`src/verilog/tlc_pkg.sv`:
```
// Constants, entry layout and helpers of the translation checker
// What this block does
// Shadow buffer searched first, unified on miss
// Instruction shadow miss adds four cycles
// Data shadow miss adds three cycles
// Data side wins simultaneous unified requests
// All entries of a buffer compared together
// Hit needs valid, tag match, process match
// Zero entry tag matches every process
// Process zero hits only zero-tag entries
// Software never loads duplicate matching entries
// Physical address from sized page and offset
// Software zeroes unused real page bits
// Access checked before attributes are applied
// Any failure but a dropped speculative op faults and clears relocation
// User access to zone 00 denied
// Store to read-only page denied unless overridden
// Store to custom-attribute page traps if enabled
// Fetch denied: guarded, zone 00, no execute
// Execute denial signalled at execute, not fetch
// Data miss faults except cache touch
// Fetch miss raises instruction miss
// Checks only while relocation is enabled
// Reads blocked only by user zone 00
// Size code quadruples page, drops two bits
// Zone selector picks two-bit override field
package tlc_pkg;
  // Register byte offsets
  localparam logic [7:0] OFS_CTRL = 8'h00;
  localparam logic [7:0] OFS_PID = 8'h04;
  localparam logic [7:0] OFS_ZONE = 8'h08;
  localparam logic [7:0] OFS_CFG = 8'h0C;
  localparam logic [7:0] OFS_ECMD = 8'h10;
  localparam logic [7:0] OFS_EHI = 8'h14;
  localparam logic [7:0] OFS_ELO = 8'h18;
  localparam logic [7:0] OFS_STAT = 8'h1C;
  // Field positions
  localparam int CTRL_USER = 0;
  localparam int CTRL_IREL = 1;
  localparam int CTRL_DREL = 2;
  localparam int CFG_TRAP = 0;
  localparam int CMD_TID = 8;
  localparam int EHI_LSB = 4;
  localparam int STAT_IMISS = 0;
  localparam int STAT_DMISS = 1;
  localparam int STAT_DSTOR = 2;
  localparam int STAT_ISTOR = 3;
  // Reset values
  localparam logic [2:0] CTRL_RST = 3'h0;
  localparam logic [7:0] PID_RST = 8'h00;
  localparam logic [31:0] ZONE_RST = 32'h00000000;
  localparam logic [31:0] ENTRY_RST = 32'h00000000;
  localparam logic [3:0] STAT_RST = 4'h0;
  // Lookup penalties in core cycles
  localparam logic [2:0] IMISS_CYCLES = 3'h4;
  localparam logic [2:0] DMISS_CYCLES = 3'h3;
  // Buffer depths and entry layout
  localparam int UNI_DEPTH = 16;
  localparam int SHADOW_DEPTH = 4;
  localparam int TAG_W = 22;
  localparam int HI_W = 36;
  localparam int LO_W = 32;
  localparam int HI_TAG = 14;
  localparam int HI_SIZE = 11;
  localparam int HI_VALID = 10;
  localparam int HI_ENDIAN = 9;
  localparam int HI_CUSTOM = 8;
  localparam int LO_RPN = 10;
  localparam int LO_EXEC = 9;
  localparam int LO_WR = 8;
  localparam int LO_ZONE_SELECTOR = 4;
  localparam int LO_WT = 3;
  localparam int LO_INH = 2;
  localparam int LO_GRD = 0;

  typedef enum logic [3:0] {K_LOAD, K_STORE, K_FLUSH, K_BSTORE, K_ZERO,
    K_IINVAL, K_DINVAL, K_CCINVAL, K_ICCINVAL, K_TOUCH, K_ALLOC} tlc_kind_t;
  typedef enum logic [1:0] {SIDE_IDLE, SIDE_WAIT, SIDE_UNI} tlc_side_t;

  // each size step clears two more low tag bits
  function automatic logic [TAG_W-1:0] pageMask(input logic [2:0] size);
    pageMask = {TAG_W{1'b1}} << {size, 1'b0};
  endfunction

  // page bits from entry, offset bits from address
  function automatic logic [31:0] physAddr(input logic [31:0] ea,
      input logic [LO_W-1:0] lo, input logic [2:0] size);
    logic [TAG_W-1:0] m;
    m = pageMask(size);
    physAddr = {(lo[LO_W-1:LO_RPN] & m) | (ea[31:10] & ~m), ea[9:0]};
  endfunction

  // zone 0 sits in the two top bits
  function automatic logic [1:0] zoneOf(input logic [31:0] zone,
      input logic [3:0] sel);
    zoneOf = zone[5'd31 - {sel, 1'b0} -: 2];
  endfunction
endpackage

```
`src/verilog/tlc_lookup_if.sv`:
```
// Lookup port between the top and one translation buffer
interface tlc_lookup_if;
  import tlc_pkg::*;
  logic [TAG_W-1:0] effective_page_number;
  logic [7:0] process_identifier;
  logic hit;
  logic [HI_W-1:0] hi;
  logic [LO_W-1:0] lo;
  modport searcher (output effective_page_number, output process_identifier, input hit, input hi, input lo);
  modport buffer (input effective_page_number, input process_identifier, output hit, output hi, output lo);
endinterface

```
`src/verilog/tlc_buffer.sv`:
```
// Translation buffer: flop storage with a fully parallel search
module tlc_buffer import tlc_pkg::*; #(
  parameter int DEPTH = SHADOW_DEPTH
) (
  input wire logic clk,                        // Core clock
  input wire logic sys_rst,                    // Sync reset
  input wire logic wrEn,                       // Entry write strobe
  input wire logic [$clog2(DEPTH)-1:0] wrIdx,  // Entry index
  input wire logic [HI_W-1:0] wrHi,            // Tag half
  input wire logic [LO_W-1:0] wrLo,            // Data half
  input wire logic invalAll,                   // Drop every entry
  tlc_lookup_if.buffer lk                      // Search port
);
  logic [HI_W-1:0] hi_q [DEPTH];
  logic [LO_W-1:0] lo_q [DEPTH];
  logic [DEPTH-1:0] matchVec;

  // one comparator per entry, all in the same cycle
  for (genvar k = 0; k < DEPTH; k++) begin : g_cmp
    wire [TAG_W-1:0] m = pageMask(hi_q[k][HI_SIZE +: 3]);
    wire tagEq = ((hi_q[k][HI_TAG +: TAG_W] ^ lk.effective_page_number) & m) == '0;
    // zero tag skips the process compare
    // process zero still needs an exact match
    wire pidEq = (hi_q[k][7:0] == 8'h00) || (hi_q[k][7:0] == lk.process_identifier);
    // valid, tag and process must all agree
    assign matchVec[k] = hi_q[k][HI_VALID] && tagEq && pidEq;
  end

  // OR of matching entries; duplicates are a software fault
  always_comb begin
    lk.hi = '0;
    lk.lo = '0;
    for (int k = 0; k < DEPTH; k++) begin
      if (matchVec[k]) begin
        lk.hi = lk.hi | hi_q[k];
        lk.lo = lk.lo | lo_q[k];
      end
    end
  end
  assign lk.hit = |matchVec;

  // Storage; invalidate wins over a same-cycle fill
  always_ff @(posedge clk) begin
    for (int k = 0; k < DEPTH; k++) begin
      if (sys_rst || invalAll) begin
        hi_q[k] <= '0;
        lo_q[k] <= '0;
      end else if (wrEn && wrIdx == k[$clog2(DEPTH)-1:0]) begin
        hi_q[k] <= wrHi;
        lo_q[k] <= wrLo;
      end
    end
  end
endmodule

```
`src/verilog/tlc_prot.sv`:
```
// Access-protection decision for one translated access
module tlc_prot import tlc_pkg::*; (
  input wire logic userMode,           // Problem state
  input wire logic [LO_W-1:0] lo,      // Entry data half
  input wire logic customAttr,         // Entry custom attribute
  input wire logic trapEn,             // Custom attribute trap enable
  input wire logic [1:0] zoneField,    // Selected zone override
  input wire tlc_kind_t kind,          // Data access kind
  output logic fetchDeny,              // Fetch not permitted
  output logic dataDeny                // Data access not permitted
);
  // zone 00 locks user mode out
  wire zoneNone = userMode && zoneField == 2'b00;
  // Override: 11 in user mode, 10 or 11 privileged
  wire zoneOvr = userMode ? zoneField == 2'b11 : zoneField[1];
  // loads only meet the zone check
  wire zoneKind = kind inside {K_LOAD, K_STORE, K_FLUSH, K_BSTORE, K_ZERO,
    K_IINVAL, K_TOUCH, K_ALLOC};
  wire storeKind = kind inside {K_STORE, K_ZERO, K_DINVAL, K_CCINVAL,
    K_ALLOC};

  // read-only page unless zone overrides
  wire roDeny = storeKind && !lo[LO_WR] && !zoneOvr;
  // custom attribute trap on store-type in any mode
  wire customDeny = storeKind && customAttr && trapEn;
  assign dataDeny = (zoneNone && zoneKind) || roDeny || customDeny;

  // guarded, zone 00 or no execute permission
  assign fetchDeny = lo[LO_GRD] || zoneNone || (!lo[LO_EXEC] && !zoneOvr);
endmodule

```
`src/verilog/tlc_mmu.sv`:
```
// Translation lookup and access check, with APB register port
//
// The APB slave port and the placing of the registers were decided locally.
module tlc_mmu import tlc_pkg::*; (
  input wire logic clk,                // Core clock
  input wire logic sys_rst,            // Sync reset, active high
  input wire logic psel,               // APB select
  input wire logic penable,            // APB access phase
  input wire logic pwrite,             // APB write
  input wire logic [7:0] paddr,        // APB byte address
  input wire logic [31:0] pwdata,      // APB write data
  output logic [31:0] prdata,          // APB read data
  output logic pready,                 // APB ready
  output logic pslverr,                // APB error
  input wire logic fetchReq,           // Fetch request, held
  input wire logic [31:0] fetchAddr,   // Fetch effective address
  output logic fetchDone,              // Fetch result pulse
  output logic [31:0] fetchPhys,       // Fetch physical address
  output logic [3:0] fetchAttr,        // Endian, wt, inhibit, guard
  output logic fetchMiss,              // Instruction miss pulse
  output logic fetchDeny,              // Fetch denied, tag only
  input wire logic execValid,          // Instruction executes
  input wire logic execDeny,           // Its fetch deny tag
  output logic instrStorageFault,      // Instruction storage pulse
  input wire logic dataReq,            // Data request, held
  input wire logic [31:0] dataAddr,    // Data effective address
  input wire tlc_kind_t dataKind,      // Data access kind
  output logic dataDone,               // Data result pulse
  output logic [31:0] dataPhys,        // Data physical address
  output logic [3:0] dataAttr,         // Endian, wt, inhibit, guard
  output logic dataMiss,               // Data miss pulse
  output logic dataStorageFault,       // Data storage pulse
  output logic dataNoop                // Speculative op dropped
);
  // Software-visible state
  logic [2:0] ctrl_q;
  logic [2:0] ctrl_d;
  logic [7:0] pid_q;
  logic [31:0] zone_q;
  logic trap_q;
  logic [31:0] ehi_q;
  logic [31:0] elo_q;
  logic [3:0] stat_q;
  logic [3:0] stat_d;
  logic [31:0] prdata_q;

  // Lookup side state
  tlc_side_t iState_q;
  tlc_side_t iState_d;
  tlc_side_t dState_q;
  tlc_side_t dState_d;
  logic [2:0] iCnt_q;
  logic [2:0] iCnt_d;
  logic [2:0] dCnt_q;
  logic [2:0] dCnt_d;
  logic [1:0] iPtr_q;
  logic [1:0] dPtr_q;

  // Registered results
  logic fetchDone_q;
  logic [31:0] fetchPhys_q;
  logic [3:0] fetchAttr_q;
  logic fetchMiss_q;
  logic fetchDeny_q;
  logic isi_q;
  logic dataDone_q;
  logic [31:0] dataPhys_q;
  logic [3:0] dataAttr_q;
  logic dataMiss_q;
  logic dataFault_q;
  logic dataNoop_q;

  tlc_lookup_if iLk();
  tlc_lookup_if dLk();
  tlc_lookup_if uLk();

  // APB decode
  wire apbSetup = psel && !penable;
  wire apbWr = psel && penable && pwrite;
  wire mapped = paddr inside {OFS_CTRL, OFS_PID, OFS_ZONE, OFS_CFG,
    OFS_ECMD, OFS_EHI, OFS_ELO, OFS_STAT};
  wire wrCtrl = apbWr && paddr == OFS_CTRL;
  wire wrPid = apbWr && paddr == OFS_PID;
  wire wrZone = apbWr && paddr == OFS_ZONE;
  wire wrCfg = apbWr && paddr == OFS_CFG;
  wire wrEcmd = apbWr && paddr == OFS_ECMD;
  wire wrEhi = apbWr && paddr == OFS_EHI;
  wire wrElo = apbWr && paddr == OFS_ELO;
  wire wrStat = apbWr && paddr == OFS_STAT;

  // Read mux; command register reads as zero
  wire [31:0] rdMux =
    paddr == OFS_CTRL ? {29'h0, ctrl_q} :
    paddr == OFS_PID ? {24'h0, pid_q} :
    paddr == OFS_ZONE ? zone_q :
    paddr == OFS_CFG ? {31'h0, trap_q} :
    paddr == OFS_EHI ? ehi_q :
    paddr == OFS_ELO ? elo_q :
    paddr == OFS_STAT ? {28'h0, stat_q} : 32'h0;

  // Zero-wait slave; data is captured in the setup cycle
  assign pready = 1'b1;
  assign pslverr = psel && penable && !mapped;
  assign prdata = prdata_q;

  // Relocation and mode
  wire userMode = ctrl_q[CTRL_USER];
  wire iReloc = ctrl_q[CTRL_IREL];
  wire dReloc = ctrl_q[CTRL_DREL];

  // New requests are taken only while idle and not in the done cycle
  wire iTake = fetchReq && iState_q == SIDE_IDLE && !fetchDone_q;
  wire dTake = dataReq && dState_q == SIDE_IDLE && !dataDone_q;
  wire iUseUni = iState_q == SIDE_UNI;
  wire dUseUni = dState_q == SIDE_UNI;

  // shadow search first; unified only after a shadow miss
  wire iUniReq = (iTake && iReloc && !iLk.hit) || iState_q == SIDE_WAIT;
  wire dUniReq = (dTake && dReloc && !dLk.hit) || dState_q == SIDE_WAIT;
  wire uniBusy = iUseUni || dUseUni;
  // data side granted first on a tie
  wire dGrant = dUniReq && !uniBusy;
  wire iGrant = iUniReq && !uniBusy && !dUniReq;
  wire iFinish = iUseUni && iCnt_q == 3'h0;
  wire dFinish = dUseUni && dCnt_q == 3'h0;

  // Search ports; the unified buffer follows its owner
  assign iLk.effective_page_number = fetchAddr[31:10];
  assign iLk.process_identifier = pid_q;
  assign dLk.effective_page_number = dataAddr[31:10];
  assign dLk.process_identifier = pid_q;
  assign uLk.effective_page_number = iUseUni ? fetchAddr[31:10] : dataAddr[31:10];
  assign uLk.process_identifier = pid_q;

  // Selected entry for each side
  wire iHit = iUseUni ? uLk.hit : iLk.hit;
  wire [HI_W-1:0] iHi = iUseUni ? uLk.hi : iLk.hi;
  wire [LO_W-1:0] iLo = iUseUni ? uLk.lo : iLk.lo;
  wire dHit = dUseUni ? uLk.hit : dLk.hit;
  wire [HI_W-1:0] dHi = dUseUni ? uLk.hi : dLk.hi;
  wire [LO_W-1:0] dLo = dUseUni ? uLk.lo : dLk.lo;

  // translation and checks only with relocation on
  wire iRelPath = iUseUni || (iTake && iReloc);
  wire dRelPath = dUseUni || (dTake && dReloc);
  wire iDone = (iTake && (!iReloc || iLk.hit)) || iFinish;
  wire dDone = (dTake && (!dReloc || dLk.hit)) || dFinish;

  logic iProtDeny;
  logic dProtDeny;
  wire dTouch = dataKind == K_TOUCH;
  wire dSpec = dTouch || dataKind == K_ALLOC;

  // fetch miss after both buffers missed
  wire iMissEv = iFinish && !uLk.hit;
  // data miss, except cache touch
  wire dMissEv = dFinish && !uLk.hit && !dTouch;
  // fetch deny is a tag, faulted only at execute
  wire iDenyEv = iDone && iRelPath && iHit && iProtDeny;
  wire isiEv = execValid && execDeny;
  // denied data access faults unless speculative
  wire dFaultEv = dDone && dRelPath && dHit && dProtDeny && !dSpec;
  wire dNoopEv = dDone && dRelPath &&
    ((dSpec && dHit && dProtDeny) || (dTouch && !dHit));
  // every failure but a dropped speculative op interrupts
  wire faultAny = iMissEv || dMissEv || dFaultEv || isiEv;

  // physical address, identity without relocation
  wire [31:0] iPhys = iRelPath ?
    physAddr(fetchAddr, iLo, iHi[HI_SIZE +: 3]) : fetchAddr;
  wire [31:0] dPhys = dRelPath ?
    physAddr(dataAddr, dLo, dHi[HI_SIZE +: 3]) : dataAddr;
  // attributes pass only once access is allowed
  wire iAllow = iRelPath && iHit && !iProtDeny;
  wire dAllow = dRelPath && dHit && !dProtDeny;
  wire [3:0] iAttr = iAllow ? {iHi[HI_ENDIAN], iLo[LO_WT], iLo[LO_INH],
    iLo[LO_GRD]} : 4'h0;
  wire [3:0] dAttr = dAllow ? {dHi[HI_ENDIAN], dLo[LO_WT], dLo[LO_INH],
    dLo[LO_GRD]} : 4'h0;

  // Shadow refill from unified hits, round robin
  wire iFill = iFinish && uLk.hit;
  wire dFill = dFinish && uLk.hit;
  // A unified write may stale the shadows, so drop them
  wire [HI_W-1:0] newHi = {ehi_q[31:EHI_LSB], pwdata[CMD_TID +: 8]};

  tlc_buffer #(.DEPTH(SHADOW_DEPTH)) u_ishadow (
    .clk(clk),
    .sys_rst(sys_rst),
    .wrEn(iFill),
    .wrIdx(iPtr_q),
    .wrHi(uLk.hi),
    .wrLo(uLk.lo),
    .invalAll(wrEcmd),
    .lk(iLk)
  );

  tlc_buffer #(.DEPTH(SHADOW_DEPTH)) u_dshadow (
    .clk(clk),
    .sys_rst(sys_rst),
    .wrEn(dFill),
    .wrIdx(dPtr_q),
    .wrHi(uLk.hi),
    .wrLo(uLk.lo),
    .invalAll(wrEcmd),
    .lk(dLk)
  );

  tlc_buffer #(.DEPTH(UNI_DEPTH)) u_unified (
    .clk(clk),
    .sys_rst(sys_rst),
    .wrEn(wrEcmd),
    .wrIdx(pwdata[3:0]),
    .wrHi(newHi),
    .wrLo(elo_q),
    .invalAll(1'b0),
    .lk(uLk)
  );

  // Protection checks, one per side
  tlc_prot u_iprot (
    .userMode(userMode),
    .lo(iLo),
    .customAttr(iHi[HI_CUSTOM]),
    .trapEn(trap_q),
    .zoneField(zoneOf(zone_q, iLo[LO_ZONE_SELECTOR +: 4])),
    .kind(K_LOAD),
    .fetchDeny(iProtDeny),
    .dataDeny()
  );

  tlc_prot u_dprot (
    .userMode(userMode),
    .lo(dLo),
    .customAttr(dHi[HI_CUSTOM]),
    .trapEn(trap_q),
    .zoneField(zoneOf(zone_q, dLo[LO_ZONE_SELECTOR +: 4])),
    .kind(dataKind),
    .fetchDeny(),
    .dataDeny(dProtDeny)
  );

  // Fetch side sequencer
  always_comb begin
    iState_d = iState_q;
    iCnt_d = iCnt_q;
    unique case (iState_q)
      SIDE_IDLE: if (iUniReq) iState_d = iGrant ? SIDE_UNI : SIDE_WAIT;
      SIDE_WAIT: if (iGrant) iState_d = SIDE_UNI;
      SIDE_UNI: if (iFinish) iState_d = SIDE_IDLE;
      default: iState_d = SIDE_IDLE;
    endcase
    // four extra cycles on an instruction shadow miss
    if (iGrant) begin
      iCnt_d = IMISS_CYCLES - 3'h1;
    end else if (iUseUni && !iFinish) begin
      iCnt_d = iCnt_q - 3'h1;
    end
  end

  // Data side sequencer
  always_comb begin
    dState_d = dState_q;
    dCnt_d = dCnt_q;
    unique case (dState_q)
      SIDE_IDLE: if (dUniReq) dState_d = dGrant ? SIDE_UNI : SIDE_WAIT;
      SIDE_WAIT: if (dGrant) dState_d = SIDE_UNI;
      SIDE_UNI: if (dFinish) dState_d = SIDE_IDLE;
      default: dState_d = SIDE_IDLE;
    endcase
    // three extra cycles on a data shadow miss
    if (dGrant) begin
      dCnt_d = DMISS_CYCLES - 3'h1;
    end else if (dUseUni && !dFinish) begin
      dCnt_d = dCnt_q - 3'h1;
    end
  end

  // Control and status next values
  always_comb begin
    ctrl_d = wrCtrl ? pwdata[2:0] : ctrl_q;
    // hardware drop of relocation beats a software write
    if (faultAny) begin
      ctrl_d[CTRL_IREL] = 1'b0;
      ctrl_d[CTRL_DREL] = 1'b0;
    end
    // Write one to clear; a new event wins
    stat_d = (wrStat ? stat_q & ~pwdata[3:0] : stat_q) |
      {isiEv, dFaultEv, dMissEv, iMissEv};
  end

  // Sequencer state
  always_ff @(posedge clk) begin
    if (sys_rst) begin
      iState_q <= SIDE_IDLE;
      dState_q <= SIDE_IDLE;
      iCnt_q <= 3'h0;
      dCnt_q <= 3'h0;
      iPtr_q <= 2'h0;
      dPtr_q <= 2'h0;
    end else begin
      iState_q <= iState_d;
      dState_q <= dState_d;
      iCnt_q <= iCnt_d;
      dCnt_q <= dCnt_d;
      iPtr_q <= iPtr_q + {1'b0, iFill};
      dPtr_q <= dPtr_q + {1'b0, dFill};
    end
  end

  // Registers seen by software
  always_ff @(posedge clk) begin
    if (sys_rst) begin
      ctrl_q <= CTRL_RST;
      pid_q <= PID_RST;
      zone_q <= ZONE_RST;
      trap_q <= 1'b0;
      ehi_q <= ENTRY_RST;
      elo_q <= ENTRY_RST;
      stat_q <= STAT_RST;
      prdata_q <= 32'h0;
    end else begin
      ctrl_q <= ctrl_d;
      stat_q <= stat_d;
      if (wrPid) pid_q <= pwdata[7:0];
      if (wrZone) zone_q <= pwdata;
      if (wrCfg) trap_q <= pwdata[CFG_TRAP];
      if (wrEhi) ehi_q <= pwdata;
      if (wrElo) elo_q <= pwdata;
      if (apbSetup) prdata_q <= rdMux;
    end
  end

  // Fetch results
  always_ff @(posedge clk) begin
    if (sys_rst) begin
      fetchDone_q <= 1'b0;
      fetchPhys_q <= 32'h0;
      fetchAttr_q <= 4'h0;
      fetchMiss_q <= 1'b0;
      fetchDeny_q <= 1'b0;
      isi_q <= 1'b0;
    end else begin
      fetchDone_q <= iDone;
      fetchMiss_q <= iMissEv;
      isi_q <= isiEv;
      if (iDone) begin
        fetchPhys_q <= iPhys;
        fetchAttr_q <= iAttr;
        fetchDeny_q <= iDenyEv;
      end
    end
  end

  // Data results
  always_ff @(posedge clk) begin
    if (sys_rst) begin
      dataDone_q <= 1'b0;
      dataPhys_q <= 32'h0;
      dataAttr_q <= 4'h0;
      dataMiss_q <= 1'b0;
      dataFault_q <= 1'b0;
      dataNoop_q <= 1'b0;
    end else begin
      dataDone_q <= dDone;
      dataMiss_q <= dMissEv;
      dataFault_q <= dFaultEv;
      dataNoop_q <= dNoopEv;
      if (dDone) begin
        dataPhys_q <= dPhys;
        dataAttr_q <= dAttr;
      end
    end
  end

  assign fetchDone = fetchDone_q;
  assign fetchPhys = fetchPhys_q;
  assign fetchAttr = fetchAttr_q;
  assign fetchMiss = fetchMiss_q;
  assign fetchDeny = fetchDeny_q;
  assign instrStorageFault = isi_q;
  assign dataDone = dataDone_q;
  assign dataPhys = dataPhys_q;
  assign dataAttr = dataAttr_q;
  assign dataMiss = dataMiss_q;
  assign dataStorageFault = dataFault_q;
  assign dataNoop = dataNoop_q;
endmodule

```
`config.mk`:
```
export PLATFORM = sky130hd
export DESIGN_NAME = tlc_mmu
export DESIGN_NICKNAME = d
export VERILOG_FILES = /design/src/verilog/tlc_pkg.sv /design/src/verilog/tlc_lookup_if.sv /design/src/verilog/tlc_buffer.sv /design/src/verilog/tlc_prot.sv /design/src/verilog/tlc_mmu.sv
export SDC_FILE = /design/constraint.sdc
export NUM_CORES = 2
export LEC_CHECK = 0
export BUFFER_PORTS_ARGS = -buffer_cell sky130_fd_sc_hd__buf_2
export CAP_MARGIN = 20
export CORE_UTILIZATION = 32
export DETAILED_ROUTE_END_ITERATION = 12
export PLACE_DENSITY_LB_ADDON = 0.12
export SYNTH_ARGS = -nofsm -noshare
export SYNTH_HDL_FRONTEND = slang
export SYNTH_SLANG_ARGS = --single-unit
```
`constraint.sdc`:
```
create_clock -name clk -period 19.9 [get_ports clk]
set_input_delay 0.995 -clock clk [delete_from_list [all_inputs] [get_ports clk]]
set_output_delay 0.995 -clock clk [all_outputs]
set_load 0.02 [all_outputs]
```
==> impl_metrics.py <==
metrics = {
    "logic_synthesis": {
        "synth_xor_area_share_pct": 6.671,
        "syn-instance-count": 7828,
        "synth_most_common_cell": "edfxtp_1",
        "synthMuxAreaShare_pct": 1.404,
        "yosys.area_share.simple_pct": 18.19,
        "netlist_area_sq_um": 89020,
        "synth-async-reset-ratio_pct": 0,
        "synth_edf_count": 1596,
        "synth_top_family_by_area": "simple AND/OR/NAND/NOR gates",
        "ys_seq_elements": 1834,
        "synth-compound-area-share_pct": 11.42,
        "synth_top_area_share_pct": 53.84,
        "synth_area_leader_cell": "edfxtp_1",
        "synthTopCellsByCount": "edfxtp_1, and2_1, nor2_1",
        "seq_area_frac_synth_pct": 59.19,
        "avgSynthCellArea_sq_um": 11.37,
        "synth_area_leaders": "edfxtp_1, and2_1, dfxtp_1, xnor2_1, nor2_1",
        "ys.flop_type": "edfxtp_1",
        "synth_nets": 7951,
        "yosys_warnings": 0,
        "synth_cell_type_count": 107,
        "synth-adder-area-share_pct": 0.08434,
    },
    "sta": {
        "relSlewSlack_pct": 13.48,
        "period_minus_slack_ns": 8.303,
        "max_freq_ghz": 0.1204,
        "slew_violations": 0,
        "grt_setup_unrepaired": "false",
        "tns_ns": 0,
        "finClkSkew_ns": 0.08548,
        "setup_viol": 0,
        "finalHoldViolations": 0,
        "finalCritPeriodShare_pct": 41.72,
        "tightestPinTransition_ns": 1.284,
        "fin_ws_ns": 11.60,
    },
    "placement": {
        "pre_cts_ws_ns": 11.77,
        "dp.cells": 11400,
        "port_buffers": 229,
        "post-dp-hpwl_mm": 283.3,
        "place_congestion": 0.9845,
    },
    "routing": {
        "vias_per_cell": 5.867,
        "drtAntennaViolNets": 0,
        "dr.pass1.iters": 9,
        "wl_per_cell_um": 36.46,
        "post-route-drc-count": 0,
        "drt_iter0_drc": 10640,
        "num_vias": 69360,
        "finalWirelength_mm": 431.1,
    },
    "cts": {
        "cts_buffers": 219,
        "clk-insertion-delay-late_ns": 0.92,
        "post_cts_resize_count": 0,
        "clock-sinks": 1834,
        "holdBufCountCts": 0,
        "cts_tree": "done",
        "post_cts_buffers": 0,
        "path_clk_slew_ns": 0.06,
        "cts_max_level": 4,
        "clk_path_buf_depth": 4,
        "cts_root_buf": "clkbuf_16",
    },
    "global_route": {
        "first_global_vias": 64710,
        "antenna_found_initial": 36,
        "grtUsageMet2_pct": 45.82,
        "grt_usage_pct": 29.95,
        "grtUsageMet3_pct": 6.498,
        "grt_most_used_layer": "met2",
        "grt_pass1_wl_mm": 575.7,
        "grt-ovfl-total": 0,
        "grt_max_degree": 70,
        "use_met1_pct": 41.04,
    },
    "power": {
        "ir_worst_vdd_mv": 0.08234,
        "post-layout-total-power_uw": 8835,
        "power.density_nw_per_um2": 86.64,
        "p_leak_uw": 0.03447,
    },
    "die": {
        "std_cell_rows": 193,
        "die_y_um": 529.4,
        "fp.dieW_um": 529.4,
        "initial_core_util_pct": 32.19,
        "fp.coreArea_sq_um": 276500,
        "num_io_pins": 231,
        "dieArea_sq_um": 280300,
    },
    "critical_path": {
        "start_kind": "register",
        "reg2reg_depth": 14,
        "end_kind": "register",
        "cp_max_fo": 44,
        "cp.arrival_ns": 8.78,
        "crit_required_ns": 20.37,
        "path_class": "register to register",
    },
    "job": {
        "maxCapViolCount": 0,
    },
    "worst_hold_path": {
        "min_path_cells": 3,
        "hp-class": "input pin to register",
    },
    "final_layout": {
        "finish.net_count": 8048,
        "drive_gt1_share_pct": 11.74,
        "final_cells": 11820,
        "utilization_pct": 36.88,
        "area_growth_pct": 14.56,
    },
    "status": {
        "status": "completed",
    },
}
[final cells by class]
cell class	count	area, sq um
Timing Repair Buffer	477	3167
Clock buffer	313	6132
Clock inverter	83	664.4
Antenna cell	18	45.04
Multi-Input combinational cell	5327	34380
Fill cell	26890	174500
Inverter	66	247.7
Tap cell	3705	4636
Sequential cell	1834	52710
[final timing paths]
path,end,slack (ns),start
worst min register to register,fetchPhys[3],0.45,fetchPhys[3]
worst max-delay path,u_ishadow.hi_q[2][2],11.60,iState_q[1]
worst min-delay path,fetchPhys[3],0.32,fetchAddr[3]
worst max register to register,u_ishadow.hi_q[2][2],11.60,iState_q[1]
[state kept, by name, summed over array words and instances, names as in the netlist, 3 cells and up]
| register | cells |
|---|---|
| iCnt_q | 3 |
| dataPhys | 32 |
| u_ishadow.lo_q | 120 |
| dLk.process_identifier | 8 |
| u_ishadow.hi_q | 140 |
| ehi_q | 32 |
| u_unified.lo_q | 496 |
| fetchAttr | 4 |
| u_dshadow.hi_q | 144 |
| stat_q | 4 |
| zone_q | 32 |
| fetchPhys | 32 |
| dataAttr | 4 |
| u_unified.hi_q | 576 |
| elo_q | 32 |
| ctrl_q | 3 |
| prdata | 32 |
| dCnt_q | 3 |
| u_dshadow.lo_q | 120 |
[metrics by stage]
| stage | cell area, sq um | hold WS [ns] |
|---|---|---|
| 3_5_place_dp | 95030 | 0.4452 |
| 5_1_grt | 101900 | 0.2858 |
| 4_1_cts | 101800 | 0.2668 |
| 6_report | 102000 | 0.3220 |
| 2_1_floorplan | 89020 | 0.4328 |
| 3_3_place_gp | 94890 | 0.4369 |
[layout by cell type, fill, tap and decap left out, drive strengths merged, types with 12 or more instances in the layout]
cell type,n
nand4,136
o22ai,25
o21ai,168
a2111oi,19
nand2,517
clkinv,71
a21o,12
dfxtp,238
o211ai,25
nor4,122
nand3,164
buf,477
nor2b,44
a31oi,22
a222oi,198
a211oi,29
inv,64
mux2i,97
diode,18
and3,24
a21boi,12
a21oi,281
a22oi,370
clkbuf,313
a221oi,45
edfxtp,1596
o31ai,22
nand2b,40
nor2,863
a311oi,18
nor3,68
nor4b,16
o2111ai,16
and2,1088
xor2,257
a22o,31
xnor2,421
[routing by layer]
layer,up-vias,share of wire [%]
li1,28860,-
met1,35620,42
met2,4150,44
met3,733,9.8
met4,4,4.3
met5,-,0.0065
[critical path: stages (launching register included)]
cell and delay, ns:
dfxtp_1 0.49, nor2b_4 0.22, buf_4 0.44, buf_4 0.64, mux2i_4 0.80, xnor2_1 0.45, a211oi_1 0.84, and4_1 0.55
and2_4 0.62, nor4_2 0.26, and4_1 0.38, nor2_1 0.28, nand2_1 0.19, o21ai_4 0.75, buf_4 0.66
[logic make-up (layout without fill, tap and decap cells)]
kind of cell             count (synthesis)  after routing
AND/OR/NAND/NOR                       3149           3149
flip-flops                            1834           1834
AO/OA/AOI/OAI                         1388           1388
XOR/XNOR                               678            678
buffers and inverters                  667            939
multiplexers                           105            105
adder cells (fa/ha/maj)                  6              6
other                                    1             19
[where the power goes]
| part | total (uW) | leakage (uW) | switching, uW | internal, uW |
|---|---|---|---|---|
| clock | 3920 | 0.00331 | 1670 | 2250 |
| sequential | 4420 | 0.0180 | 108 | 4310 |
| combinational | 496 | 0.0132 | 364 | 132 |
| total | 8840 | 0.0345 | 2150 | 6690 |
No activity file was read; power rests on OpenSTA's default activity.
